<file path="config.mk">
export PLATFORM = sky130hd
export DESIGN_NAME = dual_timer_counter
export DESIGN_NICKNAME = d
export VERILOG_FILES = /design/src/hdl/timer_pkg.sv /design/src/hdl/dual_timer_counter.sv /design/src/hdl/pin_sync.sv /design/src/hdl/tick_prescaler.sv
export SDC_FILE = /design/constraint.sdc
export NUM_CORES = 1
export LEC_CHECK = 0
export BUFFER_PORTS_ARGS = -buffer_cell sky130_fd_sc_hd__buf_4
export CORE_ASPECT_RATIO = 1.4
export CORE_MARGIN = 1.5
export CORE_UTILIZATION = 55
export DETAILED_ROUTE_END_ITERATION = 8
export PLACE_DENSITY = 0.83
export SLEW_MARGIN = 25
export SYNTH_ARGS = -nofsm -noshare
export SYNTH_HDL_FRONTEND = slang
export SYNTH_SLANG_ARGS = --single-unit
export TNS_END_PERCENT = 10
</file>
<file path="constraint.sdc">
create_clock -name clk_sys -period 3.1 [get_ports clk_sys]
set_input_delay 0.155 -clock clk_sys [delete_from_list [all_inputs] [get_ports clk_sys]]
set_output_delay 0.155 -clock clk_sys [all_outputs]
set_load 0.01 [all_outputs]
</file>
<file path="src/hdl/timer_pkg.sv">
// constants and types shared by the timer/counter block
package timer_pkg;
  // register offsets on the special function register bus
  localparam logic [7:0] ADDR_CONTROL = 8'h88;
  localparam logic [7:0] ADDR_MODE = 8'h89;
  localparam logic [7:0] ADDR_LOW_ZERO = 8'h8a;
  localparam logic [7:0] ADDR_LOW_ONE = 8'h8b;
  localparam logic [7:0] ADDR_HIGH_ZERO = 8'h8c;
  localparam logic [7:0] ADDR_HIGH_ONE = 8'h8d;
  localparam logic [7:0] RESET_CONTROL = 8'h00;
  localparam logic [7:0] RESET_MODE = 8'h00;
  localparam logic [7:0] RESET_COUNT = 8'h00;
  localparam logic [7:0] READ_UNMAPPED = 8'h00;
  // timer_control fields, per module i: flag at 5+2i, run at 4+2i
  localparam int CTL_RUN_POS = 4;
  localparam int CTL_FLAG_POS = 5;
  localparam int CTL_EXT_TYPE_POS = 0;
  localparam int CTL_EXT_FLAG_POS = 1;
  localparam int CTL_STRIDE = 2;
  // timer_mode fields, per module i at offset 4i
  localparam int MODE_SEL_POS = 0;
  localparam int MODE_CT_POS = 2;
  localparam int MODE_QUAL_POS = 3;
  localparam int MODE_STRIDE = 4;
  // mode_sel_high:mode_sel_low codes
  localparam logic [1:0] MODE_13BIT = 2'h0;
  localparam logic [1:0] MODE_16BIT = 2'h1;
  localparam logic [1:0] MODE_RELOAD = 2'h2;
  localparam logic [1:0] MODE_SPLIT = 2'h3;
  localparam logic [4:0] LOW5_MAX = 5'h1f;
  localparam logic [7:0] BYTE_MAX = 8'hff;
  // prescaler divisors
  localparam int DIV_SLOW = 12;
  localparam int DIV_FAST = 4;
  typedef struct packed {
    logic [7:0] addr;
    logic wr;
    logic rd;
    logic [7:0] wdata;
  } sfr_req_t;
endpackage

</file>
<file path="src/hdl/dual_timer_counter.sv">
// two timer/counter modules with mode, control and count registers
// What this block does
// [RULE1] mode field: 00 13-bit, 01 16-bit, 10 auto reload, 11 splits module zero
// [RULE2] module one in mode 11 halts and keeps its count, like clearing run
// [RULE3] qualify bit set: interrupt pin must be high to clock, besides run
// [RULE4] timer select 0: count system clock over 12, or over 4 with divide select
// [RULE5] counter mode: count pin fall, run fall, qualify rise or gate pin fall
// [RULE6] any other control and pin combination leaves the count unchanged
// [RULE7] external count pin runs at most one eighth of the system clock
// [RULE8] 13-bit mode uses high byte and low five bits of low byte
// [RULE9] 13 and 16-bit modes set overflow flag when high byte wraps to zero
// [RULE10] overflow flag clears on software write 0 or on its vector
// [RULE11] software write 1 sets the overflow flag and requests an interrupt
// [RULE12] run bit 0 blocks clocking of that module, but not of module one or the module zero high byte while split
// [RULE13] reload mode: low byte counts, reloads from high byte on overflow
// [RULE14] split: low byte gated as usual, high byte gated by module one run
// [RULE15] split: module zero high byte drives module one overflow flag
// [RULE16] split: module one still counts and supplies baud overflow
// [RULE17] only module one overflow is offered as serial reference clock
// [RULE18] edge type: flag set on pin fall, cleared by vector or write 0
// [RULE19] level type: flag follows pin, set while low, clear while high
// [RULE20] prescaler ticks every 12 or 4 clocks; pins synced and edge detected
// [RULE21] 16-bit mode: low byte carries into high byte on rollover
module dual_timer_counter
  import timer_pkg::*;
(
  input wire logic clk_sys, // system clock, 40 MHz
  input wire logic rst, // async reset, active high
  input wire sfr_req_t sfr_req, // register bus request from the core
  output logic [7:0] sfr_rdata, // registered read data
  input wire logic count_pin_zero, // external count pin, module zero
  input wire logic count_pin_one, // external count pin, module one
  input wire logic ext_irq_pin_zero, // external interrupt pin zero
  input wire logic ext_irq_pin_one, // external interrupt pin one
  input wire logic [1:0] divide_select, // per module: 1 selects divide by 4
  input wire logic [1:0] timer_vector_ack, // pulse: core vectors to timer routine
  input wire logic [1:0] ext_vector_ack, // pulse: core vectors to ext routine
  output logic [1:0] timer_irq, // overflow flags, one and zero
  output logic [1:0] ext_irq, // external interrupt flags
  output logic baud_tick // module one overflow pulse for serial ports
);
  logic tick_slow;
  logic tick_fast;
  logic [3:0] pin_level;
  logic [3:0] pin_fall;
  logic [7:0] mode_reg;
  logic [1:0] run_reg;
  logic [1:0] flag_reg;
  logic [1:0] ext_flag_reg;
  logic [1:0] ext_type_reg;
  logic split;
  logic one_halted;
  wire [1:0] inc;
  wire [1:0] ovf;
  wire [1:0] src_evt;
  wire [1:0][7:0] low_q;
  wire [1:0][7:0] high_q;
  wire high_split_ovf;
  logic [1:0] flag_set;
  logic wr_ctl;

  tick_prescaler u_prescaler (
    .clk_sys(clk_sys),
    .rst(rst),
    .tick_slow(tick_slow),
    .tick_fast(tick_fast)
  );

  // bits 1:0 count pins, bits 3:2 interrupt pins
  pin_sync #(.W(4)) u_sync (
    .clk_sys(clk_sys),
    .rst(rst),
    .pin_in({ext_irq_pin_one, ext_irq_pin_zero, count_pin_one, count_pin_zero}),
    .level(pin_level),
    .fall(pin_fall)
  );

  assign split = (mode_reg[MODE_SEL_POS +: 2] == MODE_SPLIT); // RULE1
  assign one_halted = (mode_reg[MODE_STRIDE + MODE_SEL_POS +: 2] == MODE_SPLIT); // RULE2
  assign wr_ctl = sfr_req.wr && (sfr_req.addr == ADDR_CONTROL);

  genvar i;
  generate
    for (i = 0; i < 2; i++)
    begin : timer_g
      localparam logic [7:0] ADDR_LO = (i == 0) ? ADDR_LOW_ZERO : ADDR_LOW_ONE;
      localparam logic [7:0] ADDR_HI = (i == 0) ? ADDR_HIGH_ZERO : ADDR_HIGH_ONE;
      logic [1:0] mode;
      logic ct_sel;
      logic qual;
      logic gate_ok;
      logic run_eff;
      logic tick;
      logic pin_gate;
      logic pin_gate_reg;
      logic [7:0] low_reg;
      logic [7:0] high_reg;
      logic [7:0] low_next;
      logic [7:0] high_next;
      logic ovf_l;
      logic hi_ovf_l;

      assign mode = mode_reg[MODE_STRIDE * i + MODE_SEL_POS +: 2];
      assign ct_sel = mode_reg[MODE_STRIDE * i + MODE_CT_POS];
      assign qual = mode_reg[MODE_STRIDE * i + MODE_QUAL_POS];
      assign gate_ok = ~qual | pin_level[2 + i]; // RULE3
      assign tick = divide_select[i] ? tick_fast : tick_slow; // RULE4
      assign src_evt[i] = ct_sel ? pin_fall[i] : tick;

      // module one runs free while module zero is split, unless itself halted
      if (i == 0)
      begin : run0_g
        assign run_eff = run_reg[0]; // RULE12
      end
      else
      begin : run1_g
        assign run_eff = one_halted ? 1'b0 : (split | run_reg[1]); // RULE2 RULE16 RULE12
      end

      // every counter-mode transition is a fall of pin AND run AND gate
      assign pin_gate = pin_level[i] & run_eff & gate_ok;

      always_ff @(posedge clk_sys or posedge rst)
      begin
        if (rst)
          pin_gate_reg <= 1'b0;
        else
          pin_gate_reg <= pin_gate;
      end

      assign inc[i] = ct_sel ? (pin_gate_reg & ~pin_gate) // RULE5
                             : (tick & run_eff & gate_ok); // RULE4 RULE12

      always_comb
      begin
        low_next = low_reg; // RULE6
        high_next = high_reg;
        ovf_l = 1'b0;
        hi_ovf_l = 1'b0;
        if (inc[i])
        begin
          unique case (mode)
            MODE_13BIT:
            begin
              low_next[4:0] = low_reg[4:0] + 5'h01; // RULE8
              if (low_reg[4:0] == LOW5_MAX)
              begin
                high_next = high_reg + 8'h01;
                ovf_l = (high_reg == BYTE_MAX); // RULE9
              end
            end
            MODE_16BIT:
            begin
              {high_next, low_next} = {high_reg, low_reg} + 16'h0001; // RULE21
              ovf_l = (low_reg == BYTE_MAX) && (high_reg == BYTE_MAX); // RULE9
            end
            MODE_RELOAD:
            begin
              low_next = (low_reg == BYTE_MAX) ? high_reg : low_reg + 8'h01; // RULE13
              ovf_l = (low_reg == BYTE_MAX);
            end
            MODE_SPLIT:
            begin
              if (i == 0)
              begin
                low_next = low_reg + 8'h01; // RULE14
                ovf_l = (low_reg == BYTE_MAX);
              end
            end
          endcase
        end
        // split high byte: same source, gated by module one run only
        if (i == 0 && split && src_evt[0] && run_reg[1])
        begin
          high_next = high_reg + 8'h01; // RULE14
          hi_ovf_l = (high_reg == BYTE_MAX);
        end
      end

      always_ff @(posedge clk_sys or posedge rst)
      begin
        if (rst)
          low_reg <= RESET_COUNT;
        else if (sfr_req.wr && sfr_req.addr == ADDR_LO)
          low_reg <= sfr_req.wdata;
        else
          low_reg <= low_next;
      end

      always_ff @(posedge clk_sys or posedge rst)
      begin
        if (rst)
          high_reg <= RESET_COUNT;
        else if (sfr_req.wr && sfr_req.addr == ADDR_HI)
          high_reg <= sfr_req.wdata;
        else
          high_reg <= high_next;
      end

      assign ovf[i] = ovf_l;
      assign low_q[i] = low_reg;
      assign high_q[i] = high_reg;
      if (i == 0)
      begin : split_ovf_g
        assign high_split_ovf = hi_ovf_l;
      end
    end
  endgenerate

  // module one flag comes from module zero high byte while split
  assign flag_set[0] = ovf[0];
  assign flag_set[1] = split ? high_split_ovf : ovf[1]; // RULE15

  always_ff @(posedge clk_sys or posedge rst)
  begin
    if (rst)
      mode_reg <= RESET_MODE;
    else if (sfr_req.wr && sfr_req.addr == ADDR_MODE)
      mode_reg <= sfr_req.wdata; // RULE1
  end

  always_ff @(posedge clk_sys or posedge rst)
  begin
    if (rst)
    begin
      run_reg <= RESET_CONTROL[CTL_RUN_POS +: 2];
      ext_type_reg <= RESET_CONTROL[CTL_EXT_TYPE_POS +: 2];
    end
    else if (wr_ctl)
    begin
      for (int k = 0; k < 2; k++)
      begin
        run_reg[k] <= sfr_req.wdata[CTL_RUN_POS + CTL_STRIDE * k];
        ext_type_reg[k] <= sfr_req.wdata[CTL_EXT_TYPE_POS + CTL_STRIDE * k];
      end
    end
  end

  // overflow flags: hardware set wins over any clear in the same cycle
  always_ff @(posedge clk_sys or posedge rst)
  begin
    if (rst)
      flag_reg <= RESET_CONTROL[CTL_FLAG_POS +: 2];
    else
    begin
      for (int k = 0; k < 2; k++)
      begin
        if (flag_set[k])
          flag_reg[k] <= 1'b1; // RULE9 RULE15
        else if (wr_ctl)
          flag_reg[k] <= sfr_req.wdata[CTL_FLAG_POS + CTL_STRIDE * k]; // RULE10 RULE11
        else if (timer_vector_ack[k])
          flag_reg[k] <= 1'b0; // RULE10
      end
    end
  end

  // external interrupt flags, edge or level per type bit
  always_ff @(posedge clk_sys or posedge rst)
  begin
    if (rst)
      ext_flag_reg <= RESET_CONTROL[CTL_EXT_FLAG_POS +: 2];
    else
    begin
      for (int k = 0; k < 2; k++)
      begin
        if (!ext_type_reg[k])
          ext_flag_reg[k] <= ~pin_level[2 + k]; // RULE19
        else if (pin_fall[2 + k])
          ext_flag_reg[k] <= 1'b1; // RULE18
        else if (wr_ctl)
          ext_flag_reg[k] <= sfr_req.wdata[CTL_EXT_FLAG_POS + CTL_STRIDE * k]; // RULE18
        else if (ext_vector_ack[k])
          ext_flag_reg[k] <= 1'b0; // RULE18
      end
    end
  end

  always_ff @(posedge clk_sys or posedge rst)
  begin
    if (rst)
    begin
      timer_irq <= 2'h0;
      ext_irq <= 2'h0;
      baud_tick <= 1'b0;
    end
    else
    begin
      timer_irq <= flag_reg; // RULE11
      ext_irq <= ext_flag_reg;
      baud_tick <= ovf[1]; // RULE17 RULE16
    end
  end

  always_ff @(posedge clk_sys or posedge rst)
  begin
    if (rst)
      sfr_rdata <= READ_UNMAPPED;
    else if (sfr_req.rd)
    begin
      unique case (sfr_req.addr)
        ADDR_CONTROL: sfr_rdata <= {flag_reg[1], run_reg[1], flag_reg[0], run_reg[0],
                                    ext_flag_reg[1], ext_type_reg[1],
                                    ext_flag_reg[0], ext_type_reg[0]};
        ADDR_MODE: sfr_rdata <= mode_reg;
        ADDR_LOW_ZERO: sfr_rdata <= low_q[0];
        ADDR_LOW_ONE: sfr_rdata <= low_q[1];
        ADDR_HIGH_ZERO: sfr_rdata <= high_q[0];
        ADDR_HIGH_ONE: sfr_rdata <= high_q[1];
        default: sfr_rdata <= READ_UNMAPPED;
      endcase
    end
  end
endmodule

</file>
<file path="src/hdl/pin_sync.sv">
// two-flop synchronisers with falling-edge detect for external pins
module pin_sync #(
  parameter int W = 4
) (
  input wire logic clk_sys, // system clock
  input wire logic rst, // async reset, active high
  input wire logic [W-1:0] pin_in, // raw pins
  output logic [W-1:0] level, // synchronised level
  output logic [W-1:0] fall // one-cycle pulse on high-to-low
);
  logic [W-1:0] meta_reg;
  logic [W-1:0] last_reg;

  // idle-high pins reset high so release gives no false edge
  always_ff @(posedge clk_sys or posedge rst)
  begin
    if (rst)
    begin
      meta_reg <= '1;
      level <= '1;
      last_reg <= '1;
    end
    else
    begin
      meta_reg <= pin_in;
      level <= meta_reg;
      last_reg <= level;
    end
  end

  assign fall = last_reg & ~level; // RULE20
endmodule

</file>
<file path="src/hdl/tick_prescaler.sv">
// system clock prescaler giving one-cycle ticks every 12 and every 4 clocks
module tick_prescaler
  import timer_pkg::*;
#(
  parameter int SLOW = DIV_SLOW,
  parameter int FAST = DIV_FAST
) (
  input wire logic clk_sys, // system clock
  input wire logic rst, // async reset, active high
  output logic tick_slow, // pulse every SLOW clocks
  output logic tick_fast // pulse every FAST clocks
);
  localparam int SW = $clog2(SLOW);
  localparam int FW = $clog2(FAST);
  localparam logic [SW-1:0] SLOW_LAST = SW'(SLOW - 1);
  localparam logic [FW-1:0] FAST_LAST = FW'(FAST - 1);
  logic [SW-1:0] slow_cnt_reg;
  logic [FW-1:0] fast_cnt_reg;

  always_ff @(posedge clk_sys or posedge rst)
  begin
    if (rst)
    begin
      slow_cnt_reg <= '0;
      tick_slow <= 1'b0;
    end
    else
    begin
      slow_cnt_reg <= (slow_cnt_reg == SLOW_LAST) ? '0 : slow_cnt_reg + 1'b1;
      tick_slow <= (slow_cnt_reg == SLOW_LAST); // RULE20
    end
  end

  always_ff @(posedge clk_sys or posedge rst)
  begin
    if (rst)
    begin
      fast_cnt_reg <= '0;
      tick_fast <= 1'b0;
    end
    else
    begin
      fast_cnt_reg <= (fast_cnt_reg == FAST_LAST) ? '0 : fast_cnt_reg + 1'b1;
      tick_fast <= (fast_cnt_reg == FAST_LAST); // RULE20
    end
  end
endmodule

</file>
==> key figures <==
Finish
  – Layout cells sized above 1: 0.211
  – Antenna diodes: 0
  – Design area: 5420 µm²
  – Final Core Density: 0.662
  – Area Growth Syn to Fin: 16.3%
  – Layout Nets: 572

Detailed routing
  – Final WL: 12,900 µm
  – Starting DRT DRC Count: 351
  – DRC Markers: 0
  – Antenna Nets Post-Route: 0
  – Post-DR vias/cell: 6.30
  – Total number of vias: 4,015
  – Wire length per cell: 20.3 µm
  – Pre-Repair DR Iteration Count: 5

Worst setup path
  – Critical Path Source Type: flop
  – Crit. End Element: flop
  – Worst Path Max Fanout: 9
  – Req. time, crit path: 3.31 ns
  – Crit Path Category: flop to flop
  – Slowest-stage cell, CP: dfrtp_1
  – Arr. time, crit path: 2.54 ns
  – Most common cell on crit path: ha_1
  – Crit path cell chain: ha_1 -> and3_1 -> ha_1 -> o2111a_1 -> o21ai_1 -> buf_4 -> a21oi_1 -> or2_2 -> o2bb2ai_1
  – Slowest stage delay, CP: 0.46 ns

Clock network
  – Clk_lat worst skew: 0.34 ns
  – Clk buf depth: 2
  – H-tree levels: 3
  – Clock-pin slew on the worst setup and hold paths: 0.06 ns
  – Root Driver: clkbuf_16
  – CTS buffer count: 9
  – CTS tree: done
  – CTS sink cnt: 82

Global route
  – Antenna violations before repair: 0
  – Tot GR Track Use: 0.311
  – Congestion Overflow GR: 0
  – Global-route wire length before repair: 20,700 µm
  – Vias in the first global route: 3,977
  – Largest net degree at the start of global routing: 53

Timing
  – Unrepaired setup endpoints after global routing: no
  – Worst rel slew slack: 0.469
  – Period Utilization, post-route: 0.752
  – Hold Worst Slack: 0.0866 ns
  – Final TNS setup: 0 ns
  – PnR worst setup slack: 0.770 ns
  – F_max: 0.429 GHz
  – Setup Skew: 0.00818 ns
  – Final Max Slew Viols: 0
  – Worst-Margin Slew: 0.790 ns
  – Tmin final: 2.33 ns
  – Hold Fails Final Rpt: 0
  – Setup violations, final: 0

Yosys
  – Ys Warns: 0
  – Flops & latches, synth: 82
  – Top cells by area, synth: dfrtp_1 38%, dfstp_2 6.2%, mux2i_1 5.2%
  – Synth cell types: 58
  – Top FF cell, synth: dfrtp_1
  – Most frequent cell after synthesis: dfrtp_1
  – Yosys top cell by area: dfrtp_1
  – Post-synthesis cell area: 4660 µm²
  – Fraction of the yosys area taken by sequential cells: 0.443
  – Most frequent cells after synthesis: 71 x dfrtp_1, 57 x nand2_1, 52 x nor2_1, 38 x a21oi_1
  – Net Count, Synth: 527
  – Share of async-settable or async-resettable flops after synthesis: 1.00
  – Syn_area_per_cell: 9.62 µm²
  – Post-Syn Instances: 485
  – Synth top area share: 0.381
  – Post-synth EDFFs: 0

Status
  – Run status: finished clean

Die
  – Rows: 39
  – Die Area: 9050 µm²
  – Initial Util: 0.569
  – # IOs: 43
  – Die X: 80.8 µm
  – Height of the die: 112 µm
  – Core ar.: 8200 µm²

Place
  – Port Buffers: 42
  – DP HPWL: 9450 µm
  – Dpl ws: 0.816 ns
  – GP Congestion: 1.03
  – Placed cell areas: 5090 µm²

Job
  – Max Cap Viol: 0

Min path
  – Hold Crit Class: input port to flop

Pwr
  – Worst VDD drop: 0.000318 V
  – LEAKAGE: 2.35 nW
  – Power Density: 470 nW/µm²
-- layer usage --
layer  part of all wire  track usage  routed length, µm  vias to the layer above
met3              0.057       0.0492                731                       51
met2               0.50        0.491               6420                      159
li1                   -            -                  -                     1844
met5                  0            0                  0                        -
met1               0.39        0.387               5000                     1961
met4              0.060        0.208                771                        0
-- cell usage in the layout, fill, tap and decap left out, drive strengths merged, types with 2 or more instances in the layout --
master	instances
nand4	5
nand2	57
a22o	3
clkinv	3
a31oi	6
a21boi	2
nand2b	6
and3	9
nor3	7
dfstp	11
or2	5
a21o	7
a21oi	38
a41oi	2
nand3b	2
nor2	52
a211oi	2
mux2	20
nor4	4
inv	14
o41ai	2
dfrtp	71
clkbuf	10
o31ai	4
mux2i	24
ha	12
xnor2	14
nor3b	4
o211ai	2
buf	48
mux4	4
o22ai	4
o221ai	5
xor2	2
dlygate4sd3	5
nand3	23
nor2b	5
o21ai	26
-- per-stage QoR --
stage          power, W  std cells
4_1_cts         0.00255        636
3_5_place_dp    0.00154        616
6_report        0.00255        637
2_1_floorplan   0.00141        485
5_1_grt         0.00264        637
3_3_place_gp    0.00153        616
-- layout make-up --
class / instances / area, µm²
Clock inverter: 6 / 47.5
Fill cell: 633 / 2770
Sequential cell: 82 / 2070
Multi-Input combinational cell: 372 / 2470
Inverter: 12 / 47.5
Clock buffer: 10 / 239
Timing Repair Buffer: 53 / 423
Tap cell: 102 / 128
-- kinds of logic (layout without fill, tap and decap cells) --
| group | after synthesis | count (layout) | synth area share |
|---|---|---|---|
| buf+inv | 31 | 81 | 0.0268 |
| mux | 48 | 48 | 0.119 |
| flops | 82 | 82 | 0.443 |
| compound gates | 112 | 112 | 0.155 |
| fa+ha+maj | 12 | 12 | 0.0322 |
| simple gates | 184 | 184 | 0.194 |
| xor+xnor | 16 | 16 | 0.0300 |
-- worst paths after layout --
kind	start	endpoint	slack, ns	depth (start not counted)
worst max-delay path	timer_g[0].low_reg[0]	timer_g[0].high_reg[1]	0.77	9
worst min-delay path	sfr_req[8]	sfr_rdata[4]	0.09	2
worst max register to register	timer_g[0].low_reg[0]	timer_g[0].high_reg[1]	0.77	9
worst min register to register	u_sync.meta_reg[2]	u_sync.level[2]	0.36	0
max in group asynchronous	rst	u_sync.meta_reg[0]	1.94	4
min in group asynchronous	rst	u_prescaler.fast_cnt_reg[0]	0.49	3
-- power by group --
| part | switching [W] | leakage [nW] | internal, W |
|---|---|---|---|
| combinational | 0.000152 | 1.20 | 0.000143 |
| sequential | 0.000102 | 1.02 | 0.00114 |
| clock | 0.000443 | 0.139 | 0.000571 |
| total | 0.000698 | 2.35 | 0.00185 |
-- worst max-delay path: cells and delay by family (launching register included) --
family / cells / cell delay [ns]
AO/OA/AOI/OAI: 4 / 0.57
adder cells (fa/ha/maj): 2 / 0.52
AND/OR/NAND/NOR: 2 / 0.48
flip-flops: 1 / 0.46
buffers and inverters: 1 / 0.18
-- what timing repair did --
action	4_1_cts	5_1_grt
buffers inserted	0	0
gates resized for setup	0	0
hold buffers	4	1
endpoints found under the hold margin	4	20
No activity file was read; power rests on OpenSTA's default activity.
